## src/rtl/lgp_pkg.sv

```systemverilog
package lgp_pkg;

  // Clock and timing
  localparam int CLK_PERIOD_NS     = 5;
  localparam int INT_CLK_PERIOD_NS = 100;
  localparam int INT_HALF_CYC      = INT_CLK_PERIOD_NS / (2 * CLK_PERIOD_NS);
  localparam int LATCH_DELAY_NS    = 1000;
  localparam int LATCH_DELAY_CYC   = (LATCH_DELAY_NS + CLK_PERIOD_NS - 1) / CLK_PERIOD_NS;

  // Sizes
  localparam int SHIFT_W  = 224;
  localparam int NUM_CH   = 12;
  localparam int GS_W     = 16;
  localparam int BC_W     = 7;
  localparam int SEG_W    = 7;
  localparam int POS_W    = 9;
  localparam int TIMER_W  = 8;
  localparam int INT_DIV_W = 4;

  // Latch field positions
  localparam int EDGE_SEL_BIT = 217;
  localparam int CLK_SRC_BIT  = 216;
  localparam int BLANK_BIT    = 213;
  localparam int BC_BLUE_LSB  = 206;
  localparam int BC_GREEN_LSB = 199;
  localparam int BC_RED_LSB   = 192;
  localparam int GS_LSB       = 0;

  // Values after reset
  localparam logic                 BLANK_RST = 1'b1;
  localparam logic [GS_W-1:0]      GS_RST    = 16'h0000;
  localparam logic [BC_W-1:0]      BC_RST    = 7'h00;
  localparam logic [SHIFT_W-1:0]   SHIFT_RST = '0;

  // Cycle counts at register width
  localparam logic [TIMER_W-1:0]   LATCH_DELAY_LD = TIMER_W'(LATCH_DELAY_CYC);
  localparam logic [INT_DIV_W-1:0] INT_DIV_END    = INT_DIV_W'(INT_HALF_CYC - 1);

  typedef logic [GS_W-1:0] lgp_gs_t;
  typedef logic [BC_W-1:0] lgp_bc_t;

  typedef enum logic [1:0] {
    LGP_IDLE  = 2'b01,
    LGP_ARMED = 2'b10
  } lgp_latch_state_t;

  function automatic logic [SEG_W-1:0] lgp_bitrev(input logic [SEG_W-1:0] v);
    logic [SEG_W-1:0] r;
    r = '0;
    for (int i = 0; i < SEG_W; i++)
    begin
      r[i] = v[SEG_W-1-i];
    end
    return r;
  endfunction

  // Segment rank is the bit-reversed segment index, so the remainder clocks
  // land spread over the whole cycle instead of bunched at its start.
  function automatic logic lgp_es_on(input lgp_gs_t gs, input lgp_gs_t cnt);
    logic [SEG_W-1:0] rank;
    logic [POS_W:0]   limit;
    rank  = lgp_bitrev(cnt[GS_W-1:POS_W]);
    limit = {1'b0, gs[GS_W-1:SEG_W]} + {{POS_W{1'b0}}, (rank < gs[SEG_W-1:0])};
    return {1'b0, cnt[POS_W-1:0]} < limit;
  endfunction

endpackage

```

## src/rtl/lgp_gs_if.sv

```systemverilog
`timescale 1ns/10ps
interface lgp_gs_if;
  logic                                       load;
  logic [lgp_pkg::GS_W*lgp_pkg::NUM_CH-1:0]   load_gs;
  logic                                       blank;
  lgp_pkg::lgp_gs_t                           count;
  logic [lgp_pkg::NUM_CH-1:0]                 on;

  modport ctrl (output load, output load_gs, output blank, output count, input on);
  modport bank (input load, input load_gs, input blank, input count, output on);
endinterface

```

## src/rtl/lgp_gs_bank.sv

```systemverilog
`timescale 1ns/10ps
module lgp_gs_bank (
  input  wire logic clock_i,
  input  wire logic rst_i,
  input  wire logic ce_i,
  lgp_gs_if.bank    gs_if
);
  import lgp_pkg::*;

  lgp_gs_t             mem_r [NUM_CH];
  logic [NUM_CH-1:0]   on_r;
  wire  [NUM_CH-1:0]   on_nxt;

  genvar n;
  generate
    for (n = 0; n < NUM_CH; n++)
    begin : g_ch
      assign on_nxt[n] = ~gs_if.blank & lgp_es_on(mem_r[n], gs_if.count);
    end
  endgenerate

  always_ff @(posedge clock_i or posedge rst_i)
  begin
    if (rst_i)
    begin
      for (int i = 0; i < NUM_CH; i++)
      begin
        mem_r[i] <= GS_RST;
      end
      on_r <= '0;
    end
    else if (ce_i)
    begin
      if (gs_if.load)
      begin
        for (int i = 0; i < NUM_CH; i++)
        begin
          mem_r[i] <= gs_if.load_gs[GS_LSB + i*GS_W +: GS_W];
        end
      end
      on_r <= on_nxt;
    end
  end

  assign gs_if.on = on_r;

  AST_GS_ZERO_OFF: assert property (@(posedge clock_i) disable iff (rst_i)
    (ce_i && mem_r[0] == GS_RST) |=> !on_r[0])
    else $error("zero grayscale channel turned on");

  AST_BLANK_OFF: assert property (@(posedge clock_i) disable iff (rst_i)
    (ce_i && gs_if.blank) |=> (on_r == '0))
    else $error("output on while disabled");

  AST_GS_FULL_ON: assert property (@(posedge clock_i) disable iff (rst_i)
    (ce_i && !gs_if.blank && mem_r[1] == 16'hffff && gs_if.count != 16'hffff) |=> on_r[1])
    else $error("full grayscale channel not on");

  AST_SEG_POS_LAST: assert property (@(posedge clock_i) disable iff (rst_i)
    (ce_i && gs_if.count[POS_W-1:0] == 9'h1ff && mem_r[2][GS_W-1:SEG_W] != 9'h1ff
     && mem_r[2][SEG_W-1:0] == 7'h00) |=> !on_r[2])
    else $error("segment overran its share");

endmodule

```

## src/rtl/lgp_top.sv

```systemverilog
`timescale 1ns/10ps
// Behaviour
// - Seven-bit brightness held per colour group
// - New brightness applies at once
// - Current equals full scale times value over 127
// - Group value applies to all four outputs
// - Output disable set at power-up
// - Shift register and latch otherwise undefined
// - Sixteen-bit grayscale value per output
// - One shared sixteen-bit grayscale counter
// - Counter steps on selected reference edge
// - External source uses shift clock input
// - Disable clears, holds counter, forces outputs off
// - On-time is value times clock period
// - Zero stays off, maximum stays on for all but one count of the 65536-count cycle
// - Latch strobe follows last shift edge
// - Data enters shift register at bottom
// - On-time spread over 128 segments
module lgp_top #(
  parameter logic RISE_ON_SEL1 = 1'b1
) (
  input  wire logic                       clock_i,
  input  wire logic                       rst_i,
  input  wire logic                       ce_i,
  input  wire logic                       shift_clock_in_i,
  input  wire logic                       serial_data_in_i,
  output logic                            serial_data_out_o,
  output logic [lgp_pkg::NUM_CH-1:0]      sink_output_o,
  output lgp_pkg::lgp_bc_t                group_brightness_value_red_o,
  output lgp_pkg::lgp_bc_t                group_brightness_value_green_o,
  output lgp_pkg::lgp_bc_t                group_brightness_value_blue_o
);
  import lgp_pkg::*;

  // Pin synchronisers
  logic                 sck_meta_r;
  logic                 sck_sync_r;
  logic                 sck_prev_r;
  logic                 sdi_meta_r;
  logic                 sdi_sync_r;

  // Shift register and latch sequencer
  logic [SHIFT_W-1:0]   shift_r;
  lgp_latch_state_t     state_r;
  lgp_latch_state_t     state_nxt;
  logic [TIMER_W-1:0]   timer_r;
  logic [TIMER_W-1:0]   timer_nxt;

  // Latched control fields
  logic                 edge_sel_r;
  logic                 clk_src_r;
  logic                 blank_r;
  lgp_bc_t              bc_red_r;
  lgp_bc_t              bc_green_r;
  lgp_bc_t              bc_blue_r;

  // Internal oscillator and counter
  logic [INT_DIV_W-1:0] int_div_r;
  logic                 int_clk_r;
  lgp_gs_t              gs_count_r;
  lgp_gs_t              gs_count_nxt;

  wire sck_rise = sck_sync_r & ~sck_prev_r;
  wire sck_fall = ~sck_sync_r & sck_prev_r;
  wire int_wrap = (int_div_r == INT_DIV_END);
  wire int_rise = int_wrap & ~int_clk_r;
  wire int_fall = int_wrap & int_clk_r;

  wire ref_rise = clk_src_r ? sck_rise : int_rise;
  wire ref_fall = clk_src_r ? sck_fall : int_fall;
  wire use_rise = edge_sel_r ? RISE_ON_SEL1 : ~RISE_ON_SEL1;
  wire gs_tick  = use_rise ? ref_rise : ref_fall;

  wire [SHIFT_W-1:0] shift_nxt = sck_rise ? {shift_r[SHIFT_W-2:0], sdi_sync_r} : shift_r;

  // Quiet time after the final edge fires the strobe, whatever the bit count
  wire latch_strobe = (state_r == LGP_ARMED) & ~sck_rise & (timer_r == 8'h01);

  always_comb
  begin
    state_nxt = state_r;
    timer_nxt = timer_r;
    unique case (state_r)
      LGP_IDLE:
      begin
        if (sck_rise)
        begin
          state_nxt = LGP_ARMED;
          timer_nxt = LATCH_DELAY_LD;
        end
      end
      LGP_ARMED:
      begin
        if (sck_rise)
        begin
          timer_nxt = LATCH_DELAY_LD;
        end
        else if (latch_strobe)
        begin
          state_nxt = LGP_IDLE;
          timer_nxt = '0;
        end
        else
        begin
          timer_nxt = timer_r - 8'h01;
        end
      end
      default:
      begin
        state_nxt = LGP_IDLE;
        timer_nxt = '0;
      end
    endcase
  end

  // Disable wins over any tick, so the counter restarts from zero on release
  assign gs_count_nxt = blank_r ? GS_RST : (gs_tick ? gs_count_r + 16'h0001 : gs_count_r);

  always_ff @(posedge clock_i or posedge rst_i)
  begin
    if (rst_i)
    begin
      sck_meta_r <= 1'b0;
      sck_sync_r <= 1'b0;
      sck_prev_r <= 1'b0;
      sdi_meta_r <= 1'b0;
      sdi_sync_r <= 1'b0;
    end
    else if (ce_i)
    begin
      sck_meta_r <= shift_clock_in_i;
      sck_sync_r <= sck_meta_r;
      sck_prev_r <= sck_sync_r;
      sdi_meta_r <= serial_data_in_i;
      sdi_sync_r <= sdi_meta_r;
    end
  end

  // Contents are undefined to the host; zero is just a tidy choice
  always_ff @(posedge clock_i or posedge rst_i)
  begin
    if (rst_i)
    begin
      shift_r <= SHIFT_RST;
      state_r <= LGP_IDLE;
      timer_r <= '0;
    end
    else if (ce_i)
    begin
      shift_r <= shift_nxt;
      state_r <= state_nxt;
      timer_r <= timer_nxt;
    end
  end

  always_ff @(posedge clock_i or posedge rst_i)
  begin
    if (rst_i)
    begin
      blank_r    <= BLANK_RST;
      edge_sel_r <= 1'b0;
      clk_src_r  <= 1'b0;
      bc_red_r   <= BC_RST;
      bc_green_r <= BC_RST;
      bc_blue_r  <= BC_RST;
    end
    else if (ce_i && latch_strobe)
    begin
      blank_r    <= shift_r[BLANK_BIT];
      edge_sel_r <= shift_r[EDGE_SEL_BIT];
      clk_src_r  <= shift_r[CLK_SRC_BIT];
      bc_red_r   <= shift_r[BC_RED_LSB +: BC_W];
      bc_green_r <= shift_r[BC_GREEN_LSB +: BC_W];
      bc_blue_r  <= shift_r[BC_BLUE_LSB +: BC_W];
    end
  end

  always_ff @(posedge clock_i or posedge rst_i)
  begin
    if (rst_i)
    begin
      int_div_r  <= '0;
      int_clk_r  <= 1'b0;
      gs_count_r <= GS_RST;
    end
    else if (ce_i)
    begin
      int_div_r  <= int_wrap ? '0 : int_div_r + 4'h1;
      int_clk_r  <= int_clk_r ^ int_wrap;
      gs_count_r <= gs_count_nxt;
    end
  end

  lgp_gs_if gs_if ();

  assign gs_if.load    = latch_strobe;
  assign gs_if.load_gs = shift_r[GS_LSB +: GS_W*NUM_CH];
  assign gs_if.blank   = blank_r;
  assign gs_if.count   = gs_count_r;

  lgp_gs_bank u_bank (
    .clock_i (clock_i),
    .rst_i   (rst_i),
    .ce_i    (ce_i),
    .gs_if   (gs_if)
  );

  // Brightness codes drive the group current DACs straight from the latch
  assign serial_data_out_o              = shift_r[SHIFT_W-1];
  assign sink_output_o                  = gs_if.on;
  assign group_brightness_value_red_o   = bc_red_r;
  assign group_brightness_value_green_o = bc_green_r;
  assign group_brightness_value_blue_o  = bc_blue_r;

  // Helper: cycles since last synchronised shift edge
  logic [TIMER_W-1:0] idle_cyc_r;
  always_ff @(posedge clock_i or posedge rst_i)
  begin
    if (rst_i)
    begin
      idle_cyc_r <= '0;
    end
    else if (ce_i)
    begin
      idle_cyc_r <= sck_rise ? '0 : (&idle_cyc_r ? idle_cyc_r : idle_cyc_r + 8'h01);
    end
  end

  AST_POWERUP_BLANK: assert property (@(posedge clock_i) disable iff (rst_i)
    $past(rst_i) |-> blank_r)
    else $error("disable not set after reset");

  AST_BLANK_HOLDS_ZERO: assert property (@(posedge clock_i) disable iff (rst_i)
    (ce_i && blank_r) |=> (gs_count_r == 16'h0000))
    else $error("counter not held at zero");

  AST_COUNT_STEP: assert property (@(posedge clock_i) disable iff (rst_i)
    (ce_i && !blank_r && gs_tick) |=> (gs_count_r == $past(gs_count_r) + 16'h0001))
    else $error("counter missed a reference edge");

  AST_COUNT_STILL: assert property (@(posedge clock_i) disable iff (rst_i)
    (ce_i && !blank_r && !gs_tick) |=> $stable(gs_count_r))
    else $error("counter moved without an edge");

  AST_EXT_SOURCE: assert property (@(posedge clock_i) disable iff (rst_i)
    (clk_src_r && !sck_rise && !sck_fall) |-> !gs_tick)
    else $error("external source ticked without shift edge");

  AST_SHIFT_IN: assert property (@(posedge clock_i) disable iff (rst_i)
    (ce_i && sck_rise) |=> (shift_r[0] == $past(sdi_sync_r))
      && (shift_r[SHIFT_W-1:1] == $past(shift_r[SHIFT_W-2:0])))
    else $error("shift register did not shift");

  AST_LATCH_DELAY: assert property (@(posedge clock_i) disable iff (rst_i)
    latch_strobe |-> (idle_cyc_r == LATCH_DELAY_LD - 8'h01))
    else $error("latch strobe at wrong delay");

  AST_LATCH_TOGETHER: assert property (@(posedge clock_i) disable iff (rst_i)
    (ce_i && latch_strobe) |=> (blank_r == $past(shift_r[BLANK_BIT]))
      && (edge_sel_r == $past(shift_r[EDGE_SEL_BIT]))
      && (clk_src_r == $past(shift_r[CLK_SRC_BIT])))
    else $error("control fields not latched together");

  AST_BC_AT_ONCE: assert property (@(posedge clock_i) disable iff (rst_i)
    (ce_i && latch_strobe) |=>
      (group_brightness_value_red_o == $past(shift_r[BC_RED_LSB +: BC_W]))
      && (group_brightness_value_blue_o == $past(shift_r[BC_BLUE_LSB +: BC_W])))
    else $error("brightness not applied at once");

  AST_BC_STABLE: assert property (@(posedge clock_i) disable iff (rst_i)
    !latch_strobe |=> $stable(group_brightness_value_green_o))
    else $error("brightness changed without strobe");

  AST_BC_HOLD: assert property (@(posedge clock_i) disable iff (rst_i)
    !latch_strobe |=> $stable(group_brightness_value_red_o)
      && $stable(group_brightness_value_blue_o))
    else $error("brightness moved without strobe");

  AST_SDO_SHIFTS: assert property (@(posedge clock_i) disable iff (rst_i)
    (ce_i && sck_rise) |=> (serial_data_out_o == $past(shift_r[SHIFT_W-2])))
    else $error("serial output did not follow shift");

  AST_EDGE_REARMS: assert property (@(posedge clock_i) disable iff (rst_i)
    (ce_i && sck_rise) |=> (state_r == LGP_ARMED) && (timer_r == LATCH_DELAY_LD))
    else $error("shift edge did not restart latch wait");

  AST_STROBE_QUIET: assert property (@(posedge clock_i) disable iff (rst_i)
    (ce_i && latch_strobe) |=> (state_r == LGP_IDLE))
    else $error("sequencer stayed armed after strobe");

  AST_SINK_BLANK: assert property (@(posedge clock_i) disable iff (rst_i)
    (ce_i && blank_r) |=> (sink_output_o == '0))
    else $error("sink on while disabled");

  // Oscillator is a fixed divide, so its period tracks the system clock
  AST_INT_HALF: assert property (@(posedge clock_i) disable iff (rst_i)
    (ce_i && !int_wrap) |=> $stable(int_clk_r))
    else $error("internal reference toggled early");

  AST_INT_TOGGLE: assert property (@(posedge clock_i) disable iff (rst_i)
    (ce_i && int_wrap) |=> (int_clk_r != $past(int_clk_r)))
    else $error("internal reference missed a toggle");

endmodule

```

## config.mk

```make
export PLATFORM = sky130hd
export DESIGN_NAME = lgp_top
export DESIGN_NICKNAME = d
export VERILOG_FILES = /design/src/rtl/lgp_pkg.sv /design/src/rtl/lgp_gs_if.sv /design/src/rtl/lgp_gs_bank.sv /design/src/rtl/lgp_top.sv
export SDC_FILE = /design/constraint.sdc
export NUM_CORES = 1
export LEC_CHECK = 0
export ABC_AREA = 0
export BUFFER_PORTS_ARGS = -buffer_cell sky130_fd_sc_hd__buf_2
export CORE_MARGIN = 3
export CORE_UTILIZATION = 50
export DETAILED_ROUTE_END_ITERATION = 12
export PLACE_DENSITY = 0.68
export SYNTH_ARGS = -nofsm -noshare
export SYNTH_HDL_FRONTEND = slang
export SYNTH_HIERARCHICAL = 1
export SYNTH_SLANG_ARGS = --single-unit
```

## constraint.sdc

```tcl
create_clock -name clock_i -period 12.36 [get_ports clock_i]
set_input_delay 3.09 -clock clock_i [delete_from_list [all_inputs] [get_ports clock_i]]
set_output_delay 3.09 -clock clock_i [all_outputs]
set_load 0.02 [all_outputs]
```

---- After elaboration in Yosys (flattened, before gate mapping) ----
Cells that the tools add are included.
storage, ports and cells
  bits in registers ....................... 488
  input bits .............................. 5
  output and inout port bits .............. 34
  logic and storage cells ................. 122
cells by class
  $add $sub $neg .......................... 15
  magnitude comparators ................... 24
  equality and inequality tests ........... 7
  muxes and demuxes ....................... 15
  bitwise logic cells ..................... 24
  reductions and logical operators ........ 7
operators by type and width
  operator                                                               count
  9-bit by 1-bit adder with 10-bit output                                12
  9-bit by 10-bit less-than comparator with 1-bit output                 12
  7-bit less-than comparator                                             12
  16-bit 2-to-1 mux                                                      2
  8-bit 2-to-1 mux                                                       3
  1-bit AND                                                              18
  16-bit by 1-bit adder with 16-bit output, second input constant        1
  8-bit case mux with 2 select lines                                     1
  8-bit by 1-bit equality test with 1-bit output, second input constant  1
  2-bit AND reduction                                                    4
  8-bit by 1-bit subtractor with 8-bit output, second input constant     1
  2-bit 2-to-1 mux                                                       3
  2-bit != test, second input constant                                   3
  1-bit inverter                                                         5
  4-bit by 1-bit adder with 4-bit output, second input constant          1
  4-bit equality test, second input constant                             1
  1-bit 2-to-1 mux                                                       4
  4-bit 2-to-1 mux                                                       1
  2-bit case mux with 2 select lines                                     1
  4-bit AND reduction                                                    1
  2-bit by 1-bit equality test with 1-bit output, second input constant  1
  2-bit equality test, second input constant                             1
  2-bit nonzero test                                                     1
  1-bit logical AND                                                      1
  1-bit XOR                                                              1

---- Longest topological paths before layout ----
Gate-level depths: netlist (run 1).
  depth after elaboration ................. 8
  gate-level depth with buffers ........... 16
  depth with buffers taken out ............ 16

---- Modules after synthesis ----
The synthesis (run 1) kept the hierarchy.
modules (own cells, without submodules)
  module       instances  cells each  area an instance (µm²)  seq. area each (µm²)
  lgp_gs_bank  1          1205        13305.3                 5104.9
  lgp_top      1          741         11305.8                 7109.3

---- Worst setup path before layout (run 1) ----
Ideal clock, no wire load.
  path type ............................... input to register
  from .................................... input port ce_i
  to ...................................... register shift_r[21]
  data arrival time ....................... 4.301 ns
  required time ........................... 12.235 ns
  slack ................................... 7.935 ns
  stages on the path ...................... 5
  path buffers ............................ 3
  cells stage by stage .................... buf_2 > nand2_1 > clkbuf_1 > buf_2 > mux2_2
on the way
  cells in the longest elaborated chain, start to end .. 1
ends and longest elaborated chain
  item                           line            RTL
  start: declaration             lgp_top.sv:24   input wire logic ce_i,
  2-bit AND reduction (no line)  -
  end signal: assignment         lgp_top.sv:150  shift_r <= shift_nxt;
  end: declaration               lgp_top.sv:43   logic [SHIFT_W-1:0] shift_r;
Every way passes these cells.
A chain may end at the register's enable or synchronous reset.

---- Worst setup path in the final report (run 1) ----
  from .................................... input port ce_i
  to ...................................... register shift_r[53]
The elaborated chain is that of the path after synthesis.

==> impl_metrics.toml, run 1 <==
[run_status]
status = "finished, final reports clean"

[floorplan]
dieWidth_um = 228
fp-row-count = 80
start_util = 0.511
die-area_um2 = 51900
coreArea_um2 = 48100
fp.dieH_um = 228
ioPinCount = 39

[sta]
setup_viol = 0
skew_ns = 0.0256
hold_viol_final = 0
slew_violations = 0
slew_headroom = 0.208
grt_setup_unrepaired = "no"
worst_hold_slack_ns = 0.489
setup-tns-final_ns = 0
fin_crit_sh = 0.444
final.setup.worst_slack_ns = 6.87
min_period_ns = 5.49
max_freq_mhz = 182
tightest_slew_ns = 1.19

[global_routing]
globalRouteTotalUtil = 0.192
grt_max_degree = 147
grt_pass1_vias = 16100
antenna_found_initial = 0
grt_pass1_wl_mm = 82.4
gr-total-overflow = 0

[pwr]
leakage_nw = 13.6
power_per_cell_area_nw_per_um2 = 134
power_w = 0.00365
ir_drop_mv = 0.0880

[detailed_routing]
final_antenna_net_count = 0
vias = 15100
drcViolationCount = 0
wl_mm = 48.9
drtIter0Drc = 727
first_pass_iters = 5
drt-vias-per-instance = 5.62
wl_per_cell_um = 18.2

[cts]
cts_resized = 0
clk_latency_ns = 0.59
post_cts_buffers = 0
cts_buffers = 52
cts.clk_slew.worst_paths_ns = 0.06
cts_buffer_depth = 3
holdBufCountCts = 0
clock_sinks = 488
cts_tree = "yes"
h-tree-depth = 2
cts_root_buf = "clkbuf_16"

[critical_path]
worst-path-max-fanout = 84
path_delay_family = "buffers and inverters"
cp-start-kind = "primary input"
critPathArrivalTime_ns = 5.96
path_cells = "buf_2 > buf_4 > nand2_4 > buf_4 > mux2_2"
cp-end-kind = "flop"
crit_type = "in2reg"
slowest_delay_ns = 0.95
crit_buf_inv = 3
cp_slowest_cell = "nand2_4"
required_ns = 12.83
crit_top_cell = "buf_4"

[yosys]
seq_area_frac_synth = 0.496
ys_async_sr_fraction = 1.00
synth_edf_count = 0
synthDistinctLibCells = 61
ys_ff_latch = 488
syn_area_um2 = 24600
synthTopCellsByArea = "dfrtp_1 49%, mux2_2 11%, ha_1 10%"
synth_top_area_frac = 0.494
synth_top_area_cell = "dfrtp_1"
synth_cells = 1946
synth-warning-count = 6
ys.flop_type = "dfrtp_1"
avgSynthCellArea_um2 = 12.6
syn_nets = 2150
synth_most_common_cell = "dfrtp_1"
yosys-top-cells-count = "486 x dfrtp_1, 236 x mux2_2, 199 x ha_1"

[finish]
drive_gt1_frac = 0.204
area_delta_synth_final_pct = 10.6
fillers = 3963
final_nets = 2198
antennaDiodeCount = 0

[place]
hpwl_mm = 30.1
pre_cts_slack_ns = 6.29
portBuffers = 38
place.gp.congestion = 0.787

[run]
cap_violations = 0

[worst_hold_path]
hold_class = "reg2reg"
==> worst register-to-register path, delay by kind of cell (launching register included) <==
family,cells,cell delay (ns)
DFF,1,0.85
xor gates and xnor gates,1,0.14
and+or+nand+nor,4,0.66
adders and majority gates,3,0.84
AOI/OAI and AO/OA,7,1.36
==> placed cells by master, fill, tap and decap left out, types with 8 or more instances in the layout <==
cell	instances
o31ai_1	12
clkbuf_16	52
o21ai_0	15
clkbuf_8	18
buf_4	15
xnor2_1	48
nand4_1	9
nor3_1	25
dfrtp_1	486
and3_1	19
inv_1	107
o21ai_1	18
buf_2	38
a21oi_1	54
nand3_1	86
or3_1	8
mux2_4	20
nor2_1	29
o221ai_1	9
mux2_2	236
nand2b_1	31
a31oi_1	41
clkinv_2	9
a21o_1	62
xor2_1	38
nor2b_1	13
mux2_1	192
nand2_1	60
ha_1	199
==> layer usage <==
| metal | part of all wire | wire, um | up-vias | track usage |
|---|---|---|---|---|
| met5 | 0 | 0 | - | 0 |
| met4 | 0.025 | 1230 | 0 | 0.0614 |
| met3 | 0.026 | 1290 | 66 | 0.0248 |
| met2 | 0.49 | 24000 | 173 | 0.332 |
| met1 | 0.46 | 22400 | 7772 | 0.253 |
| li1 | - | - | 7114 | - |
==> worst paths after layout <==
check                                         startpoint                        endpoint  slack [ns]  cells after the start
min in group asynchronous                          rst_i    u_bank/mem_r[21]$_DFFE_PP0P_        2.69                      2
hold reg to reg            u_bank/mem_r[165]$_DFFE_PP0P_   u_bank/mem_r[165]$_DFFE_PP0P_        0.49                      1
hold / removal             u_bank/mem_r[165]$_DFFE_PP0P_   u_bank/mem_r[165]$_DFFE_PP0P_        0.49                      1
setup reg to reg              gs_count_r[13]$_DFFE_PP0P_  u_bank/gs_if.on[2]$_DFFE_PP0P_        8.46                     15
setup / recovery                                    ce_i         shift_r[53]$_DFFE_PP0P_        6.87                      5
max in group asynchronous                          rst_i         shift_r[93]$_DFFE_PP0P_        8.02                      3
==> report_power, final <==
part	switching (W)	internal (W)	leakage [nW]
sequential	0.0000744	0.00164	6.74
clock	0.000640	0.000964	0.893
combinational	0.000192	0.000140	5.97
==> kinds of logic (layout without fill, tap and decap cells) <==
group                    after synthesis  count (layout)  synth area share
AND/OR/NAND/NOR                      320             320            0.0701
flip-flops                           488             488             0.496
buffers and inverters                170             257            0.0314
AO/OA/AOI/OAI                        233             233            0.0616
multiplexers                         450             450             0.209
adder cells (fa/ha/maj)              199             199             0.101
XOR/XNOR                              86              86            0.0306
==> sequential cells by signal (all words and copies together), names as in the netlist, 2 cells and up <==
name and count:
group_brightness_value_blue_o 7, group_brightness_value_green_o 7, group_brightness_value_red_o 7, gs_count_r 16, int_div_r 4, shift_r 224, state_r 2, timer_r 8
u_bank/gs_if.on 12, u_bank/mem_r 192
==> metrics by stage <==
stage	util	area [um2]	instances
detailed placement	0.528	25400	2596
global placement	0.528	25400	2596
floorplan	-	24600	1946
CTS	0.565	27200	2689
global route	0.565	27200	2689
finish	0.565	27200	2689
==> final cells by class <==
class	count	area (um2)	area share
Sequential cell	488	12200	0.449
Multi-Input combinational cell	1288	11600	0.428
Clock buffer	74	1560	0.0575
Tap cell	656	821	0.0301
Inverter	110	428	0.0157
Timing Repair Buffer	54	323	0.0119
Clock inverter	19	234	0.00859
Power figures use the tool's default switching activity.
==> run 2, diff against run 1 <==
Settings changed: ABC_AREA 0 to 1, PLACE_DENSITY 0.68 to 0.7.
Clock period 12.36 ns to 4.9 ns, I/O delays scaled along.
==> impl_metrics.toml, run 2 <==
[yosys]
synth_xor_area_frac = 0.0315
synth_cells = 2858
ys_ff_latch = 488
synth.area.mux_share = 0.0433
synth_top_area_frac = 0.492
syn_area_um2 = 24700
synth_edf_count = 0
avgSynthCellArea_um2 = 8.65
synth-warning-count = 6
synthSimpleGateAreaFrac = 0.221
yosys.area_share.adder = 0.101
synthDistinctLibCells = 32
syn_nets = 3062
synthTopCellsByArea = "dfrtp_1 49%, nand2_1 16%, ha_1 10%"
synth_top_family_by_area = "simple AND/OR/NAND/NOR gates"
seq_area_frac_synth = 0.494
synth_top_area_cell = "dfrtp_1"
synth_most_common_cell = "nand2_1"
ys_async_sr_fraction = 1.00
synth-compound-area-share = 0.0603
ys.flop_type = "dfrtp_1"
yosys-top-cells-count = "1070 x nand2_1, 486 x dfrtp_1, 228 x nor2_1"

[finish]
finalNonFillerCells = 3576
final_nets = 3083
drive_gt1_frac = 0.0894
layout_common_cells = "1070 x nand2_1, 486 x dfrtp_1, 228 x nor2_1"
design_area_um2 = 27300
antennaDiodeCount = 0
top_register = "shift_r"
layout_commonest_cell = "nand2_1"
largest_reg_flops = 224
top_regs = "shift_r: 224 flops, u_bank/mem_r: 192 flops, gs_count_r: 16 flops"
area_delta_synth_final_pct = 10.5

[place]
place.gp.congestion = 0.811
pre_cts_slack_ns = 1.37
portBuffers = 38
hpwl_mm = 34.2
post_dp_cell_area_um2 = 25600
dp_cells = 3483

[global_routing]
globalRouteTotalUtil = 0.214
use_met1 = 0.277
gr-total-overflow = 0
busiest_layer = "met2"
antenna_found_initial = 0
grt_pass1_vias = 18600
grtUsageMet3 = 0.0308
use_met2 = 0.366
grt_max_degree = 224
grt_pass1_wl_mm = 92.7

[sta]
grt_setup_unrepaired = "no"
setup-tns-final_ns = 0
skew_ns = 0.0226
min_period_ns = 3.57
max_freq_mhz = 280
tightest_slew_ns = 1.13
slew_violations = 0
hold_viol_final = 0
final.setup.worst_slack_ns = 1.33
setup_viol = 0
fin_crit_sh = 0.729
slew_headroom = 0.244

[pwr]
ir_drop_mv = 0.422
power_per_cell_area_nw_per_um2 = 377
leakage_nw = 15.2
power_w = 0.0103

[floorplan]
start_util = 0.512
ioPinCount = 39
dieWidth_um = 228
fp-row-count = 80
fp.dieH_um = 228
coreArea_um2 = 48200
die-area_um2 = 52200

[detailed_routing]
wl_mm = 55.1
final_antenna_net_count = 0
wl_per_cell_um = 15.4
vias = 18700
drtIter0Drc = 1291
drcViolationCount = 0
first_pass_iters = 5
drt-vias-per-instance = 5.22

[cts]
holdBufCountCts = 0
cts_buffers = 50
cts_root_buf = "clkbuf_16"
clk_latency_ns = 0.59
cts_resized = 0
cts_buffer_depth = 3
cts_tree = "yes"
h-tree-depth = 2
cts.clk_slew.worst_paths_ns = 0.06
post_cts_buffers = 0
clock_sinks = 488

[critical_path]
cp-end-kind = "flop"
worst-path-max-fanout = 17
required_ns = 5.38
critPathArrivalTime_ns = 4.05
cp-start-kind = "flop"
crit_type = "reg2reg"

[run]
cap_violations = 0

[worst_hold_path]
hold_class = "reg2reg"

[run_status]
status = "finished, final reports clean"
run 2: path summary, 6_finish.rpt:
path,start,endpoint,slack (ns),cells after the start
max,gs_count_r[9]$_DFFE_PP0P_,u_bank/gs_if.on[3]$_DFFE_PP0P_,1.33,15
min,shift_r[219]$_DFFE_PP0P_,shift_r[219]$_DFFE_PP0P_,0.47,2
max reg2reg,gs_count_r[9]$_DFFE_PP0P_,u_bank/gs_if.on[3]$_DFFE_PP0P_,1.33,15
min reg2reg,shift_r[219]$_DFFE_PP0P_,shift_r[219]$_DFFE_PP0P_,0.47,2
max in group asynchronous,rst_i,shift_r[138]$_DFFE_PP0P_,2.93,3
min in group asynchronous,rst_i,u_bank/mem_r[157]$_DFFE_PP0P_,0.64,2
run 2: kinds of logic after synthesis:
family	Yosys count
compound gates	288
xor+xnor	89
simple gates	1407
mux	95
flops	488
fa+ha+maj	199
buf+inv	292
run 2: power breakdown:
part	total (W)	switching (W)	internal [W]
clock	0.00399	0.00165	0.00234
combinational	0.00154	0.00102	0.000525
sequential	0.00477	0.000331	0.00444
run 2: metrics by stage:
step	util	hold WS, ns
6_report	0.566	0.472
5_1_grt	0.566	0.491
3_5_place_dp	0.530	0.460
2_1_floorplan	-	0.442
4_1_cts	0.566	0.477
3_3_place_gp	0.530	0.458
run 2: area by class of cell:
cell class	instances	area (um2)
clock buffers	63	1420
clock inverters	30	325
fillers	4294	20900
inverters	197	752
multi-input cells	2078	11300
flip-flops and latches	488	12200
well taps	656	821
repair buffers	64	473
run 2: routing by layer:
metal  vias up  wire, um
met5         -         0
met4         0      1580
met3       101      2470
met2       363     26300
met1      9044     24700
li1       9175         -
run 2: critical path: stages, from the launching register on:
cell and delay [ns]:
dfrtp_1 0.91, ha_1 0.38, a21oi_1 0.14, o21ai_0 0.09, a21oi_1 0.21, ha_1 0.31
ha_1 0.25, nand4_1 0.19, nor3_1 0.26, xnor2_1 0.10, ha_1 0.28, nand2_1 0.07
nor2_1 0.10, nand2_1 0.06, nand2_1 0.07, nand2_1 0.04
